## src/inc/ccr_pkg.sv

```systemverilog
/*
  charger configuration register bank: offsets, field positions, reset values.
  assumes a byte-wide register port with an 8-bit address.
*/
package ccr_pkg;
  // ---------------------------------------------------------------
  // register offsets
  // ---------------------------------------------------------------
  localparam logic [7:0] OFS_BATT_REG_VOLTAGE   = 8'h0c;
  localparam logic [7:0] OFS_FAST_CHARGE_CTRL   = 8'h0d;
  localparam logic [7:0] OFS_CHARGER_CTRL_FIRST = 8'h0e;
  localparam logic [7:0] OFS_CHARGER_CTRL_SEC   = 8'h0f;
  localparam logic [7:0] OFS_CHIP_GENERAL_CTRL  = 8'h10;
  localparam logic [7:0] OFS_SOFT_RESET_CTRL    = 8'h12;
  // ---------------------------------------------------------------
  // reset values
  // ---------------------------------------------------------------
  localparam logic [7:0] RST_BATT_REG_VOLTAGE   = 8'h46;
  localparam logic [7:0] RST_FAST_CHARGE_CTRL   = 8'h05;
  localparam logic [7:0] RST_CHARGER_CTRL_FIRST = 8'h70;
  localparam logic [7:0] RST_CHARGER_CTRL_SEC   = 8'h45;
  localparam logic [7:0] RST_CHIP_GENERAL_CTRL  = 8'h10;
  // ---------------------------------------------------------------
  // writable bit masks, reserved bits clear
  // ---------------------------------------------------------------
  localparam logic [7:0] WMASK_BATT_REG_VOLTAGE = 8'h7f;
  localparam logic [7:0] WMASK_CHIP_GENERAL     = 8'h7f;
  // watchdog-restored bits per register
  localparam logic [7:0] WDOG_MASK_FAST_CHARGE  = 8'h80;
  localparam logic [7:0] WDOG_MASK_CTRL_FIRST   = 8'h30;
  localparam logic [7:0] WDOG_MASK_CHIP_GENERAL = 8'h0c;
  // bits not restored by software reset (precharge voltage select)
  localparam logic [7:0] SWRST_KEEP_CHIP_GENERAL = 8'h40;
  // ---------------------------------------------------------------
  // field positions
  // ---------------------------------------------------------------
  localparam int BIT_CHARGE_INHIBIT      = 7;
  localparam int BIT_PRECHARGE_RATIO     = 6;
  localparam int LSB_TERMINATION_RATIO   = 4;
  localparam int LSB_DISCHARGE_LIMIT     = 6;
  localparam int LSB_DEPLETION_THRESHOLD = 3;
  localparam int BIT_SHORT_TRICKLE       = 2;
  localparam int LSB_SEQUENCE_DELAY      = 0;
  localparam int BIT_SOFT_RESET          = 7;
  // ---------------------------------------------------------------
  // voltage code limit and current mapping
  // ---------------------------------------------------------------
  localparam logic [6:0]  VREG_CODE_MAX       = 7'h73;
  localparam logic [12:0] VREG_BASE_MV        = 13'd3500;
  localparam logic [12:0] VREG_STEP_MV        = 13'd10;
  localparam logic [6:0]  FAST_CHARGE_CURRENT_CODE_LOW_CODE_MAX   = 7'd30;
  localparam logic [10:0] FAST_CHARGE_CURRENT_CODE_LOW_OFFSET_MA  = 11'd5;
  localparam logic [10:0] FAST_CHARGE_CURRENT_CODE_HIGH_BASE_MA   = 11'd40;
  localparam logic [6:0]  FAST_CHARGE_CURRENT_CODE_HIGH_BASE_CODE = 7'd31;
  localparam logic [10:0] FAST_CHARGE_CURRENT_CODE_STEP_MA        = 11'd10;
endpackage

```

## src/inc/ccr_map_if.sv

```systemverilog
/*
  interface carrying the voltage and current codes and their mV and mA values between the register
  bank and its mapping unit. assumes one clock domain.
*/
`timescale 1ns/1ps
`default_nettype none
interface ccr_map_if;
  logic [6:0]  volt_code;
  logic [6:0]  curr_code;
  logic [12:0] volt_mv;
  logic [10:0] curr_ma;
  modport bank (output volt_code, output curr_code, input volt_mv, input curr_ma);
  modport map  (input volt_code, input curr_code, output volt_mv, output curr_ma);
endinterface
`default_nettype wire

```

## src/ccr_map.sv

```systemverilog
/*
  combinational mapping of voltage and current codes to millivolts and
  milliamps. assumes codes come from registered fields.
*/
`timescale 1ns/1ps
`default_nettype none
module ccr_map
  import ccr_pkg::*;
(
  ccr_map_if.map m
);
  logic [6:0] clamped;
  always_comb begin
    // clamp above top code
    clamped   = (m.volt_code > VREG_CODE_MAX) ? VREG_CODE_MAX : m.volt_code;
    m.volt_mv = VREG_BASE_MV + 13'(clamped) * VREG_STEP_MV;
    // two-segment current map
    if (m.curr_code <= FAST_CHARGE_CURRENT_CODE_LOW_CODE_MAX) begin
      m.curr_ma = 11'(m.curr_code) + FAST_CHARGE_CURRENT_CODE_LOW_OFFSET_MA;
    end else begin
      m.curr_ma = FAST_CHARGE_CURRENT_CODE_HIGH_BASE_MA + 11'(m.curr_code - FAST_CHARGE_CURRENT_CODE_HIGH_BASE_CODE) * FAST_CHARGE_CURRENT_CODE_STEP_MA;
    end
  end
endmodule
`default_nettype wire

```

## src/ccr_bank.sv

```systemverilog
/*
  charger configuration register bank with software reset and watchdog
  restore, plus decoded settings outputs.
  assumes a synchronous byte register port driven by a host interface.
*/
`timescale 1ns/1ps
`default_nettype none
module ccr_bank
  import ccr_pkg::*;
(
  // clock and reset
  input  wire logic        clock,
  input  wire logic        reset_n,
  // register port
  input  wire logic        reg_wr,
  input  wire logic        reg_rd,
  input  wire logic [7:0]  reg_addr,
  input  wire logic [7:0]  reg_wdata,
  output logic      [7:0]  reg_rdata,
  // watchdog expiry pulse
  input  wire logic        watchdog_expired,
  // decoded settings
  output logic [6:0]       batt_reg_voltage_code,
  output logic [12:0]      batt_reg_voltage_mv,
  output logic [6:0]       fast_charge_current_code,
  output logic [10:0]      fast_charge_current_ma,
  output logic             charge_inhibit,
  output logic             precharge_ratio_sel,
  output logic [1:0]       termination_ratio_sel,
  output logic [1:0]       discharge_limit_sel,
  output logic [2:0]       depletion_threshold_sel,
  output logic             short_trickle_current_sel,
  output logic [1:0]       sequence_delay_sel,
  output logic [7:0]       chip_general_ctrl
);
  // ---------------------------------------------------------------
  // reset synchroniser
  // ---------------------------------------------------------------
  logic rst_meta;
  logic rst_sync_n;
  always_ff @(posedge clock or negedge reset_n) begin
    if (!reset_n) begin
      rst_meta   <= 1'b0;
      rst_sync_n <= 1'b0;
    end else begin
      rst_meta   <= 1'b1;
      rst_sync_n <= rst_meta;
    end
  end

  // ---------------------------------------------------------------
  // register state
  // ---------------------------------------------------------------
  logic [7:0] batt_reg_voltage;
  logic [7:0] fast_charge_current_control;
  logic [7:0] charger_control_first;
  logic [7:0] charger_control_second;
  logic [7:0] chip_general_control;
  logic [7:0] next_batt_reg_voltage;
  logic [7:0] next_fast_charge_current_control;
  logic [7:0] next_charger_control_first;
  logic [7:0] next_charger_control_second;
  logic [7:0] next_chip_general_control;
  logic       soft_reset;

  assign soft_reset = reg_wr && (reg_addr == OFS_SOFT_RESET_CTRL) && reg_wdata[BIT_SOFT_RESET];

  always_comb begin
    next_batt_reg_voltage            = batt_reg_voltage;
    next_fast_charge_current_control = fast_charge_current_control;
    next_charger_control_first       = charger_control_first;
    next_charger_control_second      = charger_control_second;
    next_chip_general_control        = chip_general_control;
    if (soft_reset) begin
      // restore software-reset fields
      next_batt_reg_voltage            = RST_BATT_REG_VOLTAGE;
      next_fast_charge_current_control = RST_FAST_CHARGE_CTRL;
      next_charger_control_first       = RST_CHARGER_CTRL_FIRST;
      next_charger_control_second      = RST_CHARGER_CTRL_SEC;
      next_chip_general_control        = (chip_general_control & SWRST_KEEP_CHIP_GENERAL)
                                       | (RST_CHIP_GENERAL_CTRL & ~SWRST_KEEP_CHIP_GENERAL);
    end else begin
      if (reg_wr) begin
        case (reg_addr)
          OFS_BATT_REG_VOLTAGE: begin
            next_batt_reg_voltage = reg_wdata & WMASK_BATT_REG_VOLTAGE;
          end
          OFS_FAST_CHARGE_CTRL: begin
            next_fast_charge_current_control = reg_wdata;
          end
          OFS_CHARGER_CTRL_FIRST: begin
            next_charger_control_first = reg_wdata;
          end
          OFS_CHARGER_CTRL_SEC: begin
            next_charger_control_second = reg_wdata;
          end
          OFS_CHIP_GENERAL_CTRL: begin
            next_chip_general_control = reg_wdata & WMASK_CHIP_GENERAL;
          end
          default: begin
          end
        endcase
      end
      if (watchdog_expired) begin
        // watchdog restore wins over a same-cycle write
        next_fast_charge_current_control = (next_fast_charge_current_control & ~WDOG_MASK_FAST_CHARGE)
                                         | (RST_FAST_CHARGE_CTRL & WDOG_MASK_FAST_CHARGE);
        next_charger_control_first       = (next_charger_control_first & ~WDOG_MASK_CTRL_FIRST)
                                         | (RST_CHARGER_CTRL_FIRST & WDOG_MASK_CTRL_FIRST);
        next_chip_general_control        = (next_chip_general_control & ~WDOG_MASK_CHIP_GENERAL)
                                         | (RST_CHIP_GENERAL_CTRL & WDOG_MASK_CHIP_GENERAL);
      end
    end
  end

  always_ff @(posedge clock or negedge rst_sync_n) begin
    if (!rst_sync_n) begin
      batt_reg_voltage            <= RST_BATT_REG_VOLTAGE;
      fast_charge_current_control <= RST_FAST_CHARGE_CTRL;
      charger_control_first       <= RST_CHARGER_CTRL_FIRST;
      charger_control_second      <= RST_CHARGER_CTRL_SEC;
      chip_general_control        <= RST_CHIP_GENERAL_CTRL;
    end else begin
      batt_reg_voltage            <= next_batt_reg_voltage;
      fast_charge_current_control <= next_fast_charge_current_control;
      charger_control_first       <= next_charger_control_first;
      charger_control_second      <= next_charger_control_second;
      chip_general_control        <= next_chip_general_control;
    end
  end

  // ---------------------------------------------------------------
  // code mapping
  // ---------------------------------------------------------------
  ccr_map_if map_bus ();
  assign map_bus.volt_code = batt_reg_voltage[6:0];
  assign map_bus.curr_code = fast_charge_current_control[6:0];
  ccr_map u_map (
    .m (map_bus.map)
  );

  // ---------------------------------------------------------------
  // read data and decoded outputs, registered
  // ---------------------------------------------------------------
  logic [7:0]  next_reg_rdata;
  logic [12:0] next_volt_mv;
  logic [10:0] next_curr_ma;
  always_comb begin
    next_reg_rdata = reg_rdata;
    if (reg_rd) begin
      case (reg_addr)
        OFS_BATT_REG_VOLTAGE:   next_reg_rdata = batt_reg_voltage & WMASK_BATT_REG_VOLTAGE;
        OFS_FAST_CHARGE_CTRL:   next_reg_rdata = fast_charge_current_control;
        OFS_CHARGER_CTRL_FIRST: next_reg_rdata = charger_control_first;
        OFS_CHARGER_CTRL_SEC:   next_reg_rdata = charger_control_second;
        OFS_CHIP_GENERAL_CTRL:  next_reg_rdata = chip_general_control & WMASK_CHIP_GENERAL;
        default:                next_reg_rdata = 8'h00;
      endcase
    end
    next_volt_mv = map_bus.volt_mv;
    next_curr_ma = map_bus.curr_ma;
  end

  always_ff @(posedge clock or negedge rst_sync_n) begin
    if (!rst_sync_n) begin
      reg_rdata                 <= 8'h00;
      batt_reg_voltage_code     <= 7'h00;
      batt_reg_voltage_mv       <= 13'h0000;
      fast_charge_current_code  <= 7'h00;
      fast_charge_current_ma    <= 11'h000;
      charge_inhibit            <= 1'b0;
      precharge_ratio_sel       <= 1'b0;
      termination_ratio_sel     <= 2'h0;
      discharge_limit_sel       <= 2'h0;
      depletion_threshold_sel   <= 3'h0;
      short_trickle_current_sel <= 1'b0;
      sequence_delay_sel        <= 2'h0;
      chip_general_ctrl         <= 8'h00;
    end else begin
      reg_rdata                 <= next_reg_rdata;
      batt_reg_voltage_code     <= batt_reg_voltage[6:0];
      batt_reg_voltage_mv       <= next_volt_mv;
      fast_charge_current_code  <= fast_charge_current_control[6:0];
      fast_charge_current_ma    <= next_curr_ma;
      charge_inhibit            <= fast_charge_current_control[BIT_CHARGE_INHIBIT];
      precharge_ratio_sel       <= charger_control_first[BIT_PRECHARGE_RATIO];
      termination_ratio_sel     <= charger_control_first[LSB_TERMINATION_RATIO +: 2];
      discharge_limit_sel       <= charger_control_second[LSB_DISCHARGE_LIMIT +: 2];
      depletion_threshold_sel   <= charger_control_second[LSB_DEPLETION_THRESHOLD +: 3];
      short_trickle_current_sel <= charger_control_second[BIT_SHORT_TRICKLE];
      sequence_delay_sel        <= charger_control_second[LSB_SEQUENCE_DELAY +: 2];
      chip_general_ctrl         <= chip_general_control & WMASK_CHIP_GENERAL;
    end
  end

  // ---------------------------------------------------------------
  // checks
  // ---------------------------------------------------------------
  chk_volt_clamp: assert property (@(posedge clock) disable iff (!rst_sync_n)
    (batt_reg_voltage[6:0] > VREG_CODE_MAX) |=> (batt_reg_voltage_mv == 13'd4650))
    else $error("voltage not clamped");
  chk_volt_reserved: assert property (@(posedge clock) disable iff (!rst_sync_n)
    !batt_reg_voltage[7])
    else $error("reserved voltage bit set");
  chk_curr_low_map: assert property (@(posedge clock) disable iff (!rst_sync_n)
    (fast_charge_current_control[6:0] == 7'd30) |=> (fast_charge_current_ma == 11'd35))
    else $error("low current map wrong");
  chk_curr_high_map: assert property (@(posedge clock) disable iff (!rst_sync_n)
    (fast_charge_current_control[6:0] == 7'd32) |=> (fast_charge_current_ma == 11'd50))
    else $error("high current map wrong");
  chk_soft_reset_restore: assert property (@(posedge clock) disable iff (!rst_sync_n)
    soft_reset |=> (batt_reg_voltage == RST_BATT_REG_VOLTAGE && fast_charge_current_control == RST_FAST_CHARGE_CTRL
                    && charger_control_second == RST_CHARGER_CTRL_SEC) ##1 (charge_inhibit == 1'b0))
    else $error("soft reset did not restore");
  chk_wdog_inhibit: assert property (@(posedge clock) disable iff (!rst_sync_n)
    watchdog_expired |=> !fast_charge_current_control[BIT_CHARGE_INHIBIT])
    else $error("watchdog left inhibit set");
  chk_wdog_term: assert property (@(posedge clock) disable iff (!rst_sync_n)
    watchdog_expired |=> ##1 (termination_ratio_sel == 2'h3))
    else $error("watchdog left termination");
  chk_write_field: assert property (@(posedge clock) disable iff (!rst_sync_n)
    (reg_wr && !soft_reset && reg_addr == OFS_CHARGER_CTRL_SEC) |=> ##1
      (discharge_limit_sel == $past(reg_wdata[7:6], 2) && sequence_delay_sel == $past(reg_wdata[1:0], 2)))
    else $error("second control write lost");
  chk_read_reserved: assert property (@(posedge clock) disable iff (!rst_sync_n)
    (reg_rd && reg_addr == OFS_BATT_REG_VOLTAGE) |=> !reg_rdata[7])
    else $error("reserved read nonzero");
endmodule
`default_nettype wire

```

## config.mk

```make
export PLATFORM = sky130hd
export DESIGN_NAME = ccr_bank
export DESIGN_NICKNAME = d
export VERILOG_FILES = /design/src/inc/ccr_pkg.sv /design/src/inc/ccr_map_if.sv /design/src/ccr_map.sv /design/src/ccr_bank.sv
export SDC_FILE = /design/constraint.sdc
export NUM_CORES = 1
export LEC_CHECK = 0
export BUFFER_PORTS_ARGS = -buffer_cell sky130_fd_sc_hd__clkbuf_2
export CORE_MARGIN = 2
export CORE_UTILIZATION = 33
export DETAILED_ROUTE_END_ITERATION = 6
export MAX_ROUTING_LAYER = met4
export PLACE_DENSITY_LB_ADDON = 0.3
export SLEW_MARGIN = 25
export SYNTH_ARGS = -nofsm -noshare
export SYNTH_HDL_FRONTEND = slang
export SYNTH_HIERARCHICAL = 1
export SYNTH_SLANG_ARGS = --single-unit
```

## constraint.sdc

```tcl
create_clock -name clock -period 5.6 [get_ports clock]
set_clock_uncertainty 0.05 [all_clocks]
set_input_delay 0.56 -clock clock [delete_from_list [all_inputs] [get_ports clock]]
set_output_delay 0.56 -clock clock [all_outputs]
set_load 0.05 [all_outputs]
```

==> impl_metrics.py <==
metrics = {
    "finish": {
        "area_growth_pct": 18.2,
        "utilization_pct": 39.4,
        "fill_cells": 1484,
        "drive_gt1_share_pct": 26.7,
        "nets": 562,
        "antennaDiodeCount": 0,
    },
    "sta": {
        "setup_ws_ns": 2.18,
        "rsz0062_at_grt": "false",
        "slew_headroom_pct": 31.3,
        "setup_violations": 0,
        "worst_pin_slew_ns": 1.02,
        "tns_ns": 0,
        "final-max-slew-violation-count": 0,
        "fmax_mhz": 292,
        "min_period_ns": 3.42,
        "layout_worst_path_cycle_share_pct": 61.1,
        "hold_violations": 0,
    },
    "critical_path": {
        "critPathBufInv": 1,
        "cp_cell_sequence": "ha_1 -> nand3_1 -> xnor2_1 -> ha_1 -> inv_1 -> fa_1 -> nor2b_1 -> o21ai_0 -> xnor2_1 -> a311oi_1 -> a41o_1",
        "path_delay_family": "adder cells",
        "start_kind": "flop",
        "cp_data_required_time_ns": 5.78,
        "crit_arrival_ns": 3.61,
        "path_class": "flop to flop",
        "crit_fanout": 11,
        "crit_slowest_cell": "dfstp_2",
        "critPathCaptureType": "flop",
        "critPathMaxStageDelay_ns": 0.66,
    },
    "routing": {
        "vias_per_cell": 5.20,
        "firstDrtPassIters": 5,
        "first_iter_violations": 193,
        "detail-route-antenna-nets": 0,
        "dr_total_vias": 3681,
        "drc": 0,
        "wirelength_um": 11700,
        "wl_per_cell_um": 16.6,
    },
    "flow_run": {
        "max_cap_violations": 0,
    },
    "floorplanning": {
        "start_util_pct": 33.3,
        "core_um2": 15000,
        "io_pins": 87,
        "fp-row-count": 45,
        "die_area_um2": 16200,
        "die_h_um": 127,
        "dieWidth_um": 127,
    },
    "grt": {
        "grt_pass1_wl_um": 19300,
        "grt_util_met3_pct": 4.40,
        "grt_pass1_vias": 3640,
        "grt_max_degree": 65,
        "met1_usage_pct": 21.5,
        "overflow": 0,
        "grt_use_met2_pct": 23.1,
        "busiest_layer": "met2",
        "grt_usage_pct": 15.8,
        "antenna_found_initial": 0,
    },
    "synth": {
        "synth-seq-cells": 105,
        "synth_area_per_cell_um2": 11.6,
        "synth_top_cells_by_area": "dfrtp_1, dfstp_2, ha_1, xnor2_1, a22o_1",
        "synth_cells": 432,
        "ys_async_sr_fraction_pct": 100,
        "synth-edff-count": 0,
        "yosysWarnings": 6,
        "synth_top_area_share_pct": 46.4,
        "syn-num-nets": 479,
        "synth.distinct_cells": 67,
        "dominantRegCellSynth": "dfrtp_1",
        "synth-seq-area-share_pct": 52.7,
        "synth_top_area_cell": "dfrtp_1",
        "synth_area_um2": 5010,
    },
    "placed_design": {
        "dp_worst_setup_slack_ns": 2.24,
        "place.gp.congestion": 0.836,
        "post-dp-hpwl_um": 8750,
        "port_buffers": 85,
    },
    "cts": {
        "ctsRootBufferMaster": "clkbuf_16",
        "insertion_delay_ns": 0.35,
        "cts_max_level": 3,
        "cts_num_sinks": 105,
        "clockBufferDepth": 2,
        "cts_buffers": 9,
        "cts_resized": 0,
        "clkSlewWorstSetupHoldPaths_ns": 0.07,
        "cts_tree": "built",
    },
    "power": {
        "pwr-share-comb_pct": 22.6,
        "p_int_mw": 1.35,
        "switching_share_pct": 31.5,
        "switchingPower_uw": 621,
        "leakagePower_nw": 2.78,
        "irDropWorstVdd_v": 0.000197,
        "power.share.clock_pct": 33.5,
        "p_per_area_nw_per_um2": 333,
        "sequentialPowerShare_pct": 43.9,
    },
    "worst_hold_path": {
        "worstHoldPathType": "flop to asynchronous set/reset pin",
    },
    "run_status": {
        "status": "finished, final reports clean",
    },
}
==> cells in the final DEF (no fill, tap or decap), types with 13 or more instances in the layout <==
| master | count |
|---|---|
| clkbuf_2 | 85 |
| nand2_1 | 19 |
| ha_1 | 24 |
| xnor2_1 | 17 |
| nor2_1 | 37 |
| o21ai_0 | 13 |
| dfrtp_1 | 92 |
| inv_1 | 18 |
| a22o_1 | 16 |
| nand3_1 | 17 |
==> power by group through the flow <==
stage / Clock, mW / Combinational, mW / Sequential, mW
after floorplan: 0 / 0.196 / 1.02
after global placement: 0 / 0.444 / 0.881
after detailed placement: 0 / 0.447 / 0.883
after CTS: 0.685 / 0.449 / 0.869
after global routing: 0.715 / 0.485 / 0.876
final: 0.661 / 0.445 / 0.866
==> cell type report <==
class                           instances  area [um^2]  share of cell area (%)
Sequential cell                       105         2650                    44.7
Inverter                               18         67.6                    1.14
Tap cell                              188          235                    3.97
Timing Repair Buffer                   87          443                    7.48
Clock inverter                          6         82.6                    1.39
Clock buffer                           10          229                    3.86
Multi-Input combinational cell        294         2220                    37.5
==> final timing paths <==
kind                       slack (ns)  cells after the start                            from                           to
max                              2.18                     11  fast_charge_current_control[0]   fast_charge_current_ma[10]
min                              0.27                      0                      rst_sync_n  fast_charge_current_code[6]
max reg2reg                      2.18                     11  fast_charge_current_control[0]   fast_charge_current_ma[10]
min reg2reg                      0.27                      0                      rst_sync_n  fast_charge_current_code[6]
max in group asynchronous        4.04                      1                      rst_sync_n       batt_reg_voltage_mv[9]
min in group clock               0.30                      0                        rst_meta                   rst_sync_n
==> Yosys cell counts (2+ instances only) <==
cell type / n
nor2b_1: 6
or3_1: 4
xnor2_1: 17
nor3_1: 7
fa_1: 2
a311oi_1: 3
nor4_2: 2
conb_1: 3
mux4_2: 3
nand3_1: 17
nor2_1: 37
clkbuf_1: 8
buf_2: 2
nor3b_1: 3
or2_2: 2
o21a_1: 3
a22oi_1: 12
ha_1: 24
dfstp_2: 12
a21oi_1: 11
nand3b_1: 3
nand2b_1: 9
inv_1: 18
and2_1: 6
and3_1: 3
nor4_4: 2
buf_4: 2
xor2_1: 6
buf_6: 2
o22a_1: 6
o21ba_2: 2
o211ai_1: 4
or3b_2: 3
a21o_1: 2
mux2_2: 6
a22o_1: 16
dfrtp_1: 93
o221ai_1: 4
o21ai_0: 13
mux2i_1: 8
and3b_1: 2
nand2_1: 19
==> worst register-to-register path, stage by stage, from the launching register on <==
cell	delay, ns
dfstp_2	0.66
ha_1	0.29
nand3_1	0.12
xnor2_1	0.17
ha_1	0.32
inv_1	0.06
fa_1	0.45
nor2b_1	0.22
o21ai_0	0.15
xnor2_1	0.41
a311oi_1	0.18
a41o_1	0.23
==> per-layer routing <==
| layer | share of wire (%) | routed length, um | up-vias |
|---|---|---|---|
| met3 | 7.5 | 883 | 12 |
| met2 | 45 | 5240 | 129 |
| met1 | 46 | 5450 | 1822 |
| met5 | 0 | 0 | - |
| li1 | - | - | 1718 |
| met4 | 1.5 | 175 | 0 |
==> cell families (layout without fill, tap and decap cells) <==
kind of cell	Yosys count	count (layout)	synth area share [%]
XOR/XNOR	24	24	4.49
multiplexers	17	17	4.29
AND/OR/NAND/NOR	130	130	14.3
flip-flops	105	105	52.7
buffers and inverters	33	121	2.97
adder cells (fa/ha/maj)	26	26	6.79
AO/OA/AOI/OAI	94	94	14.2
other	3	3	0.225
==> registers in the layout (all words and copies together) (netlist names), 3 cells and up <==
| signal | flops |
|---|---|
| batt_reg_voltage_mv | 13 |
| fast_charge_current_code | 7 |
| charger_control_second | 8 |
| reg_rdata | 8 |
| charger_control_first | 8 |
| batt_reg_voltage_code | 7 |
| fast_charge_current_control | 8 |
| chip_general_control | 7 |
| fast_charge_current_ma | 11 |
| depletion_threshold_sel | 3 |
| batt_reg_voltage | 7 |
| chip_general_ctrl | 7 |
==> per-stage QoR <==
| stage | power [mW] | hold WS [ns] | cell area (um^2) | instances |
|---|---|---|---|---|
| detailed placement | 1.33 | 0.290 | 5600 | 691 |
| global route | 2.08 | 0.311 | 5920 | 708 |
| CTS | 2.00 | 0.296 | 5920 | 708 |
| global placement | 1.32 | 0.287 | 5600 | 691 |
| finish | 1.97 | 0.266 | 5920 | 708 |
| floorplan | 1.22 | 0.214 | 5010 | 432 |
==> repair_timing <==
item	in CTS	in global routing
buffers inserted	0	0
endpoints found under the hold margin	2	0
hold buffers	1	0
endpoints found under the setup margin	0	0
Power figures use the tool's default switching activity.
